[src/rtl/csfa_pkg.sv]
// Shared constants for the status-flag and operand-range datapath.
// Operation
// - Eight-bit flag register; upper four feed branches.
// - Plain loads write the flag register directly.
// - AND updates zero, sign and overflow.
// - Overflow bit four marks signed range overflow.
// - Logical operations force overflow to zero.
// - Sign bit five copies result MSB.
// - Arithmetic and logic: zero when result zero.
// - Test, rotate, shift: zero when value zero.
// - Carry bit seven marks carry or borrow.
// - Rotate or shift carry holds last bit out.
// - Carry set, clear, invert touch only carry.
// - Rotate left through carry, nine bits.
// - Rotate right through carry, nine bits.
// - Inverted mask test updates flags, keeps destination.
// - Registers span 0-255, working registers 0-15.
// - Pairs even 0-254, working pairs even 0-14.
// - Direct program addresses span 0-8191.
// - Short indexed adds signed displacement to pair.
// - Relative target adds displacement to next address.
package csfa_pkg;
    localparam logic [7:0] CSFA_FLAGS_ADDR = 8'hD5;
    localparam logic [7:0] CSFA_FLAGS_RESET = 8'h00;
    localparam int CSFA_BIT_V = 4;
    localparam int CSFA_BIT_S = 5;
    localparam int CSFA_BIT_Z = 6;
    localparam int CSFA_BIT_C = 7;
    localparam int CSFA_PADDR_W = 13;
    localparam logic [7:0] CSFA_PAIR_MAX = 8'hFE;
    localparam logic [3:0] CSFA_WPAIR_MAX = 4'hE;
    typedef enum logic [4:0] {
        CSFA_OP_NONE = 5'h00, CSFA_OP_ADD = 5'h01, CSFA_OP_ADC = 5'h02,
        CSFA_OP_SUB = 5'h03, CSFA_OP_SBC = 5'h04, CSFA_OP_CMP = 5'h05,
        CSFA_OP_INC = 5'h06, CSFA_OP_DEC = 5'h07, CSFA_OP_AND = 5'h08,
        CSFA_OP_OR = 5'h09, CSFA_OP_XOR = 5'h0A, CSFA_OP_COM = 5'h0B,
        CSFA_OP_MASK_TEST = 5'h0C, CSFA_OP_INV_MASK_TEST = 5'h0D,
        CSFA_OP_ROT_LEFT = 5'h0E, CSFA_OP_ROT_LEFT_CARRY = 5'h0F,
        CSFA_OP_ROT_RIGHT = 5'h10, CSFA_OP_ROT_RIGHT_CARRY = 5'h11,
        CSFA_OP_ARITH_SHIFT_RIGHT = 5'h12, CSFA_OP_CARRY_SET = 5'h13,
        CSFA_OP_CARRY_CLEAR = 5'h14, CSFA_OP_CARRY_INVERT = 5'h15
    } csfa_op_e;
    typedef enum logic [1:0] {
        CSFA_ST_IDLE = 2'b01,
        CSFA_ST_DONE = 2'b10
    } csfa_state_e;
endpackage

[src/rtl/csfa_top.sv]
// Condition register, operation sequencing and operand checks.
module csfa_top import csfa_pkg::*; (
    input wire logic clk_sys,
    input wire logic rst_n,
    input wire logic op_valid,
    input wire csfa_op_e op,
    input wire logic [7:0] dst_value,
    input wire logic [7:0] src_value,
    input wire logic [7:0] dst_addr,
    input wire logic load_valid,
    input wire logic [7:0] load_addr,
    input wire logic [7:0] load_data,
    input wire logic [7:0] pair_addr,
    input wire logic [3:0] work_pair,
    input wire logic [15:0] pair_value,
    input wire logic [7:0] disp,
    input wire logic [15:0] next_pc,
    input wire logic [15:0] direct_addr,
    output logic [7:0] cpu_condition_register,
    output logic [3:0] branch_flags,
    output logic [7:0] result,
    output logic result_we,
    output logic done,
    output logic dest_conflict,
    output logic pair_ok,
    output logic work_pair_ok,
    output logic direct_ok,
    output logic [15:0] short_index_addr,
    output logic [15:0] branch_target
);
    csfa_state_e state;
    csfa_state_e next_state;
    logic [7:0] next_flags;
    logic [7:0] next_result;
    logic next_result_we;
    logic next_conflict;
    logic [7:0] alu_result;
    logic alu_we;
    logic [3:0] alu_flags;
    logic [3:0] alu_mask;
    logic [7:0] merged;
    csfa_alu u_alu (
        .op(op),
        .dst(dst_value),
        .src(src_value),
        .carry_in(cpu_condition_register[CSFA_BIT_C]),
        .result(alu_result),
        .write_result(alu_we),
        .flags_new(alu_flags),
        .flags_mask(alu_mask)
    );
    csfa_addr u_addr (
        .reg_addr(dst_addr),
        .pair_addr(pair_addr),
        .work_pair(work_pair),
        .pair_value(pair_value),
        .disp(disp),
        .next_pc(next_pc),
        .direct_addr(direct_addr),
        .pair_ok(pair_ok),
        .work_pair_ok(work_pair_ok),
        .direct_ok(direct_ok),
        .short_index_addr(short_index_addr),
        .branch_target(branch_target)
    );
    assign branch_flags = cpu_condition_register[CSFA_BIT_C:CSFA_BIT_V];
    always_comb begin
        merged = cpu_condition_register;
        merged[7:4] = (alu_flags & alu_mask) | (cpu_condition_register[7:4] & ~alu_mask);
        next_flags = cpu_condition_register;
        next_result = result;
        next_result_we = 1'b0;
        next_conflict = 1'b0;
        next_state = CSFA_ST_IDLE;
        case (state)
            CSFA_ST_IDLE, CSFA_ST_DONE: begin
                if (op_valid && op != CSFA_OP_NONE) begin
                    // Low nibble never changes on an operation.
                    next_flags = merged;
                    next_result = alu_result;
                    next_result_we = alu_we;
                    // Result write to the flag register is flagged, and the flag update wins.
                    next_conflict = alu_we && (alu_mask != 4'h0) && (dst_addr == CSFA_FLAGS_ADDR);
                    if (alu_we && (alu_mask == 4'h0) && (dst_addr == CSFA_FLAGS_ADDR)) begin
                        next_flags = alu_result;
                    end
                    next_state = CSFA_ST_DONE;
                end else if (load_valid && load_addr == CSFA_FLAGS_ADDR) begin
                    next_flags = load_data;
                end
            end
            default: begin
                next_state = CSFA_ST_IDLE;
            end
        endcase
    end
    always_ff @(posedge clk_sys or negedge rst_n) begin
        if (!rst_n) begin
            state <= CSFA_ST_IDLE;
            cpu_condition_register <= CSFA_FLAGS_RESET;
            result <= 8'h00;
            result_we <= 1'b0;
            dest_conflict <= 1'b0;
        end else begin
            state <= next_state;
            cpu_condition_register <= next_flags;
            result <= next_result;
            result_we <= next_result_we;
            dest_conflict <= next_conflict;
        end
    end
    assign done = (state == CSFA_ST_DONE);
    a_logic_clears_v: assert property (@(posedge clk_sys) disable iff (!rst_n)
        op_valid && op inside {CSFA_OP_AND, CSFA_OP_OR, CSFA_OP_XOR}
        |=> !cpu_condition_register[CSFA_BIT_V])
        else $error("overflow not cleared after logic op");
    a_zero_tracks_result: assert property (@(posedge clk_sys) disable iff (!rst_n)
        op_valid && op inside {CSFA_OP_ADD, CSFA_OP_SUB, CSFA_OP_AND, CSFA_OP_XOR}
        |=> cpu_condition_register[CSFA_BIT_Z] == (result == 8'h00))
        else $error("zero flag does not match result");
    a_sign_tracks_msb: assert property (@(posedge clk_sys) disable iff (!rst_n)
        op_valid && op inside {CSFA_OP_ADD, CSFA_OP_OR, CSFA_OP_ROT_LEFT, CSFA_OP_ROT_RIGHT}
        |=> cpu_condition_register[CSFA_BIT_S] == result[7])
        else $error("sign flag does not match result msb");
    a_add_carry_out: assert property (@(posedge clk_sys) disable iff (!rst_n)
        op_valid && op == CSFA_OP_ADD
        |=> cpu_condition_register[CSFA_BIT_C] == ({1'b0, $past(dst_value)} + {1'b0, $past(src_value)} > 9'h0FF))
        else $error("add carry wrong");
    a_rlc_rotate: assert property (@(posedge clk_sys) disable iff (!rst_n)
        op_valid && op == CSFA_OP_ROT_LEFT_CARRY
        |=> {cpu_condition_register[CSFA_BIT_C], result} == {$past(dst_value), $past(cpu_condition_register[CSFA_BIT_C])})
        else $error("rotate left through carry wrong");
    a_rrc_rotate: assert property (@(posedge clk_sys) disable iff (!rst_n)
        op_valid && op == CSFA_OP_ROT_RIGHT_CARRY
        |=> {result, cpu_condition_register[CSFA_BIT_C]} == {$past(cpu_condition_register[CSFA_BIT_C]), $past(dst_value)})
        else $error("rotate right through carry wrong");
    a_carry_ops_only_c: assert property (@(posedge clk_sys) disable iff (!rst_n)
        op_valid && op inside {CSFA_OP_CARRY_SET, CSFA_OP_CARRY_CLEAR, CSFA_OP_CARRY_INVERT}
        |=> cpu_condition_register[6:0] == $past(cpu_condition_register[6:0]) && !result_we)
        else $error("carry op disturbed other bits");
    a_tcm_no_write: assert property (@(posedge clk_sys) disable iff (!rst_n)
        op_valid && op == CSFA_OP_INV_MASK_TEST
        |=> !result_we && cpu_condition_register[CSFA_BIT_Z] == ((~$past(dst_value) & $past(src_value)) == 8'h00))
        else $error("inverted mask test wrong");
    a_low_nibble_kept: assert property (@(posedge clk_sys) disable iff (!rst_n)
        op_valid && op != CSFA_OP_NONE && dst_addr != CSFA_FLAGS_ADDR
        |=> cpu_condition_register[3:0] == $past(cpu_condition_register[3:0]))
        else $error("low flag bits changed by operation");
    a_load_writes_flags: assert property (@(posedge clk_sys) disable iff (!rst_n)
        !op_valid && load_valid && load_addr == CSFA_FLAGS_ADDR
        |=> cpu_condition_register == $past(load_data))
        else $error("load to flag register lost");
endmodule

[src/rtl/csfa_alu.sv]
// Combinational result and flag generation for one operation.
module csfa_alu import csfa_pkg::*; (
    input wire csfa_op_e op,
    input wire logic [7:0] dst,
    input wire logic [7:0] src,
    input wire logic carry_in,
    output logic [7:0] result,
    output logic write_result,
    output logic [3:0] flags_new,
    output logic [3:0] flags_mask
);
    logic [8:0] sum;
    logic c;
    logic z;
    logic s;
    logic v;
    logic [7:0] b;
    always_comb begin
        sum = 9'h000;
        b = 8'h00;
        result = dst;
        write_result = 1'b0;
        c = carry_in;
        v = 1'b0;
        flags_mask = 4'h0;
        case (op)
            CSFA_OP_ADD, CSFA_OP_ADC, CSFA_OP_INC: begin
                b = (op == CSFA_OP_INC) ? 8'h01 : src;
                sum = {1'b0, dst} + {1'b0, b} + {8'h00, op == CSFA_OP_ADC && carry_in};
                result = sum[7:0];
                write_result = 1'b1;
                c = sum[8];
                v = (dst[7] == b[7]) && (result[7] != dst[7]);
                flags_mask = (op == CSFA_OP_INC) ? 4'h7 : 4'hF;
            end
            CSFA_OP_SUB, CSFA_OP_SBC, CSFA_OP_CMP, CSFA_OP_DEC: begin
                b = (op == CSFA_OP_DEC) ? 8'h01 : src;
                sum = {1'b0, dst} - {1'b0, b} - {8'h00, op == CSFA_OP_SBC && carry_in};
                result = sum[7:0];
                write_result = (op != CSFA_OP_CMP);
                c = sum[8];
                v = (dst[7] != b[7]) && (result[7] != dst[7]);
                flags_mask = (op == CSFA_OP_DEC) ? 4'h7 : 4'hF;
            end
            CSFA_OP_AND, CSFA_OP_OR, CSFA_OP_XOR, CSFA_OP_COM: begin
                case (op)
                    CSFA_OP_AND: result = dst & src;
                    CSFA_OP_OR: result = dst | src;
                    CSFA_OP_XOR: result = dst ^ src;
                    default: result = ~dst;
                endcase
                write_result = 1'b1;
                v = 1'b0;
                flags_mask = 4'h7;
            end
            CSFA_OP_MASK_TEST, CSFA_OP_INV_MASK_TEST: begin
                // Destination is left alone; only flags change.
                result = (op == CSFA_OP_INV_MASK_TEST) ? (~dst & src) : (dst & src);
                v = 1'b0;
                flags_mask = 4'h7;
            end
            CSFA_OP_ROT_LEFT, CSFA_OP_ROT_LEFT_CARRY: begin
                result = {dst[6:0], (op == CSFA_OP_ROT_LEFT) ? dst[7] : carry_in};
                c = dst[7];
                v = dst[7] ^ dst[6];
                write_result = 1'b1;
                flags_mask = 4'hF;
            end
            CSFA_OP_ROT_RIGHT, CSFA_OP_ROT_RIGHT_CARRY, CSFA_OP_ARITH_SHIFT_RIGHT: begin
                case (op)
                    CSFA_OP_ROT_RIGHT: result = {dst[0], dst[7:1]};
                    CSFA_OP_ROT_RIGHT_CARRY: result = {carry_in, dst[7:1]};
                    default: result = {dst[7], dst[7:1]};
                endcase
                c = dst[0];
                v = (op == CSFA_OP_ARITH_SHIFT_RIGHT) ? 1'b0 : (dst[0] ^ dst[7]);
                write_result = 1'b1;
                flags_mask = 4'hF;
            end
            CSFA_OP_CARRY_SET: begin
                c = 1'b1;
                flags_mask = 4'h8;
            end
            CSFA_OP_CARRY_CLEAR: begin
                c = 1'b0;
                flags_mask = 4'h8;
            end
            CSFA_OP_CARRY_INVERT: begin
                c = ~carry_in;
                flags_mask = 4'h8;
            end
            default: begin
                result = dst;
            end
        endcase
        z = (result == 8'h00);
        s = result[7];
        flags_new = {c, z, s, v};
    end
endmodule

[src/rtl/csfa_addr.sv]
// Operand range checks and effective address arithmetic.
module csfa_addr import csfa_pkg::*; (
    input wire logic [7:0] reg_addr,
    input wire logic [7:0] pair_addr,
    input wire logic [3:0] work_pair,
    input wire logic [15:0] pair_value,
    input wire logic [7:0] disp,
    input wire logic [15:0] next_pc,
    input wire logic [15:0] direct_addr,
    output logic pair_ok,
    output logic work_pair_ok,
    output logic direct_ok,
    output logic [15:0] short_index_addr,
    output logic [15:0] branch_target
);
    function automatic logic [15:0] csfa_add_disp(input logic [15:0] base, input logic [7:0] d);
        csfa_add_disp = base + {{8{d[7]}}, d};
    endfunction
    logic unused_reg;
    assign unused_reg = ^reg_addr; // any 8-bit value is a legal register
    assign pair_ok = !pair_addr[0] && (pair_addr <= CSFA_PAIR_MAX);
    assign work_pair_ok = !work_pair[0] && (work_pair <= CSFA_WPAIR_MAX);
    assign direct_ok = (direct_addr[15:CSFA_PADDR_W] == 3'h0);
    assign short_index_addr = csfa_add_disp(pair_value, disp);
    assign branch_target = csfa_add_disp(next_pc, disp);
endmodule

[config.mk]
export PLATFORM = sky130hd
export DESIGN_NAME = csfa_top
export DESIGN_NICKNAME = d
export VERILOG_FILES = /design/src/rtl/csfa_pkg.sv /design/src/rtl/csfa_top.sv /design/src/rtl/csfa_alu.sv /design/src/rtl/csfa_addr.sv
export SDC_FILE = /design/constraint.sdc
export NUM_CORES = 1
export LEC_CHECK = 0
export BUFFER_PORTS_ARGS = -buffer_cell sky130_fd_sc_hd__buf_2
export CAP_MARGIN = 20
export CORE_AREA = 2 2 113 115
export DETAILED_ROUTE_END_ITERATION = 6
export DIE_AREA = 0 0 115 117
export GPL_TIMING_DRIVEN = 0
export PLACE_DENSITY_LB_ADDON = 0.15
export SLEW_MARGIN = 20
export SYNTH_ARGS = -nofsm -noshare
export SYNTH_HDL_FRONTEND = slang
export SYNTH_HIERARCHICAL = 1
export SYNTH_SLANG_ARGS = --single-unit
[constraint.sdc]
create_clock -name clk_sys -period 7.65 [get_ports clk_sys]
set_input_delay 1.9125 -clock clk_sys [delete_from_list [all_inputs] [get_ports clk_sys]]
set_output_delay 1.9125 -clock clk_sys [all_outputs]
set_load 0.01 [all_outputs]
Word-level counts from Yosys, hierarchy flattened
Index checks and enable logic that the tools add are counted.

Add/sub/neg operators: 6. Order comparisons: 2. Equality and inequality tests: 31. Muxes and demuxes: 23. Bitwise logic cells: 12. Reductions and logical operators: 34.

Operators with widths (count): two-way mux 8 bit (6); case mux 8 bit (6 select lines) (1); == test 5 x 4 -> 1 bit, second input constant (8); adder 16 bit (2); == test 5 bit, second input constant (6); case mux 8 bit (3 select lines) (1); == test 5 x 3 -> 1 bit, second input constant (4); case mux 4 bit (5 select lines) (1); AND 8 bit (2); == test 8 bit, second input constant (2); case mux 8 bit (2 select lines) (1); logical AND 1 bit (12); OR reduction 12 bit (1); == test 5 x 2 -> 1 bit, second input constant (2); adder 8 x 8 -> 9 bit (1); adder 9 x 1 -> 9 bit (1); OR reduction 3 bit (3); subtractor 8 x 8 -> 9 bit (1); subtractor 9 x 1 -> 9 bit (1); AND 4 bit (2); less-or-equal comparator 8 bit, second input constant (1); logical NOT 8 bit (1); two-way mux 4 bit (2); inverter 8 bit (1); other kinds (31) (45).

Register bits: 20. Input bits: 117. Output and inout port bits: 58.

Logic depth before layout (Yosys ltp)
Depth after elaboration: 11. Gate-level depth with buffers: 20.

Modules after synthesis
Netlist, hierarchy kept.

Modules (own cells, without submodules): csfa_alu (instances 1, cells an instance 328, area each 2333.5 um^2, seq. area each 0.0 um^2); csfa_addr (instances 1, cells an instance 172, area each 1302.5 um^2, seq. area each 0.0 um^2); csfa_top (instances 1, cells an instance 118, area each 1141.1 um^2, seq. area each 501.7 um^2).

Worst setup path before layout
OpenSTA, ideal clock, no wires.

Path kind: input-to-output. From: input disp[0]. To: output branch_target[12]. Arrival: 3681 ps. Data required time: 5738 ps. Setup slack: 2057 ps. Stages on the path: 8. Cell sequence: ha_1 -> fa_1 -> a211oi_1 -> o21bai_1 -> a21oi_1 -> o221ai_1 -> a21oi_1 -> xnor2_1.

Word-level cells in the longest chain between the ends: 1.

Ends and longest elaborated chain: from (decl) (line csfa_top.sv:16) `input wire logic [7:0] disp,`; adder 16 bit (line csfa_addr.sv:17) `csfa_add_disp = base + {{8{d[7]}}, d};`; to (decl) (line csfa_top.sv:29) `output logic [15:0] branch_target`.

No other way between the ends.

==> results.cfg <==
[layout]
diodes = 0
final_area_um2 = 5804
final_layout_size_suffix_gt1_share_pct = 25.78
multi_input_area_um2 = 3852
area_growth_pct = 21.50
fillers = 1291
layout.nets = 972
regArea_um2 = 501.7

[timing]
min_period_ns = 6.260
maxSlewViolCount = 0
worst_slew_pin_slew_ns = 0.6205
period_share_pct = 81.83
fin_skew_ns = 0.002078
relSlewSlack_pct = 58.64
setup_tns_ns = 0
finalHoldViolations = 0
report.final.setup_viol = 0
grt_setup_unrepaired = false
clock.fmax_mhz = 159.7

[global_routing]
grt_max_degree = 21
grt_first_pass_wirelength_mm = 23.53
grt_usage_pct = 21.42
grt-ovfl-total = 0
grt_pass1_vias = 4971
antenna_found_initial = 0

[yosys]
async_flop_share_pct = 100.0
muxShareOfSynthArea_pct = 2.410
synth_top_family_by_area = compound AO/OA/AOI/OAI gates
syn_nets = 817
yosys.area_share.xor_xnor_pct = 7.150
ys_seq_area_share_pct = 10.50
syn_area_um2 = 4777
synth_edf_count = 0
ys.warnings.count = 6
yosys.area_share.simple_pct = 19.64
yosys_register_bits = 20
syn_area_per_cell_um2 = 7.730
ys_types = 80
synthCells = 618
synthAdderAreaFrac_pct = 22.42
synthFlopType = dfrtp_1
synth_compound_area_share_pct = 29.02

[detailed_routing]
vias_per_cell = 5.695
drt_wl_total_mm = 15.10
detail_route.wl_per_cell_um = 16.38
first_iter_violations = 426
antenna_left = 0
drc_errors = 0
vias = 5251
drtPass1Iterations = 6

[worst_setup_path]
crit_family = buffers and inverters
reg2reg_depth = 14
cp_cell_sequence = buf_2, buf_2, buf_2, buf_2, buf_1, buf_1, a31oi_1, ha_1, inv_1, ha_1, nor3_1, a211oi_1, a21o_1, a21oi_1, xnor2_1, xnor2_1, o311ai_0, buf_4, a221oi_1, o32ai_1
critical_path_class = in -> reg
crit_top_cell = buf_2
path_depth = 20
required_ns = 7.78
crit_arrival_ns = 6.39
critPathBufInv = 8
crit_path_end_kind = register
critPathMaxStageDelay_ns = 0.44
crit_path_max_fanout = 10
cpMaxStageDelayCell = a221oi_1
cp-start-kind = input pin

[clock_tree]
cts_buffers = 3
cts_buffer_depth = 2
clock_latency_ns = 0.26
cts_setup_buffers = 0
cts_tree = yes
root_buffer = clkbuf_16
cts_hold_repair.buffers = 0
clk_pin_slew_ns = 0.06
htree_levels = 1
clock_sinks = 20
ctsResizeCount = 0

[power]
power_density_nw_per_um2 = 154.9
p_total_w = 0.0008993
p_leak_nw = 2.933
ir_drop_mv = 0.08546

[die]
die_x_um = 115
die_area_um2 = 13460
die_h_um = 117
row_count = 41
core_um2 = 12310
start_util_pct = 38.80
io_pins = 175

[worst_hold_path]
whs_path_depth = 2
hold_path.class = reg -> reg

[run_status]
outcome = finished clean

[place]
numPortBuffers = 150
dp_hpwl_mm = 12.38
gp_congestion = 0.9023
dpl-instance-area_um2 = 5715

[flow_run]
cap_violations = 0
-- layout by cell type (no fill, tap or decap), drive strengths merged, types with 19 or more instances in the layout --
cell / synthesis / routed
buf: 29 / 179
ha: 76 / 76
nand2: 57 / 57
inv: 52 / 52
nor2: 36 / 36
a21oi: 32 / 32
o21ai: 29 / 29
xnor2: 23 / 23
a31oi: 21 / 21
a32oi: 21 / 21
dfrtp: 19 / 19
-- logic make-up after synthesis --
| logic type | after synthesis |
|---|---|
| AOI/OAI and AO/OA | 195 |
| xor gates and xnor gates | 39 |
| adders and majority gates | 82 |
| buffers and inverters | 90 |
| DFF | 20 |
| muxes | 10 |
| and+or+nand+nor | 182 |
-- area by class of cell --
cell class,instances,share of cell area (%)
Buffer,37,3.837
Clock buffer,4,1.531
Inverter,53,3.449
Multi-Input combinational cell,508,66.37
Sequential cell,20,8.644
Tap cell,150,3.233
Timing Repair Buffer,150,12.93
-- layer usage --
layer  vias to the layer above  global-route usage, %  routed length (um)
met2                       215                  39.57                7315
met4                         0                  5.060                 279
met3                        27                  1.596                1020
met1                      2421                  27.20                6489
met5                         -                      0                   0
li1                       2588                      -                   -
-- worst reg2reg max path, cell delays in order (launching register included) --
cell and delay, ns:
dfrtp_1 0.52, and4_1 0.32, fa_1 0.46, inv_1 0.08
ha_1 0.13, o21ai_0 0.12, a211oi_1 0.36, a21o_1 0.21
a21oi_1 0.08, xnor2_1 0.29, xnor2_1 0.16, o311ai_0 0.12
buf_4 0.16, a221oi_1 0.44, o32ai_1 0.15
-- cell usage after synthesis, types with 12 or more instances --
master	count	area, um2
o21ai_0	22	110.1
nand2_1	57	214.0
nor2_1	36	135.1
buf_2	12	60.06
a32oi_1	21	183.9
dfrtp_1	19	475.5
xnor2_1	23	201.4
a21o_1	14	105.1
xor2_1	16	140.1
inv_1	52	195.2
ha_1	76	950.9
a21oi_1	31	155.2
nand3_1	12	60.06
a31oi_1	21	131.4
-- per-stage QoR --
step	hold slack, ns	std cells	util, %	worst slack, ns
floorplan	0.5075	618	-	2.057
global placement	0.4566	918	46.42	1.171
detailed placement	0.4587	918	46.42	1.122
CTS	0.4724	922	47.14	1.390
global route	0.4905	922	47.14	1.064
finish	0.4651	922	47.14	1.390
-- power breakdown --
part,internal (W),leakage (nW),switching (W)
clock network,0.0000798,0.0442,0.0000399
logic,0.000268,2.64,0.000331
registers,0.000154,0.246,0.0000275
-- path summary, 6_finish.rpt --
| kind | start | endpoint | slack, ns |
|---|---|---|---|
| min in group asynchronous | rst_n | state[1]$_DFF_PN0_ | 1.60 |
| setup reg to reg | register | register | 3.94 |
| hold / removal | result[6]$_DFFE_PN0P_ | result[6]$_DFFE_PN0P_ | 0.47 |
| setup / recovery | op[2] | register | 1.39 |
| max in group asynchronous | rst_n | state[0]$_DFF_PN1_ | 5.71 |
| hold reg to reg | result[6]$_DFFE_PN0P_ | result[6]$_DFFE_PN0P_ | 0.47 |
No activity file was read; power rests on OpenSTA's default activity.
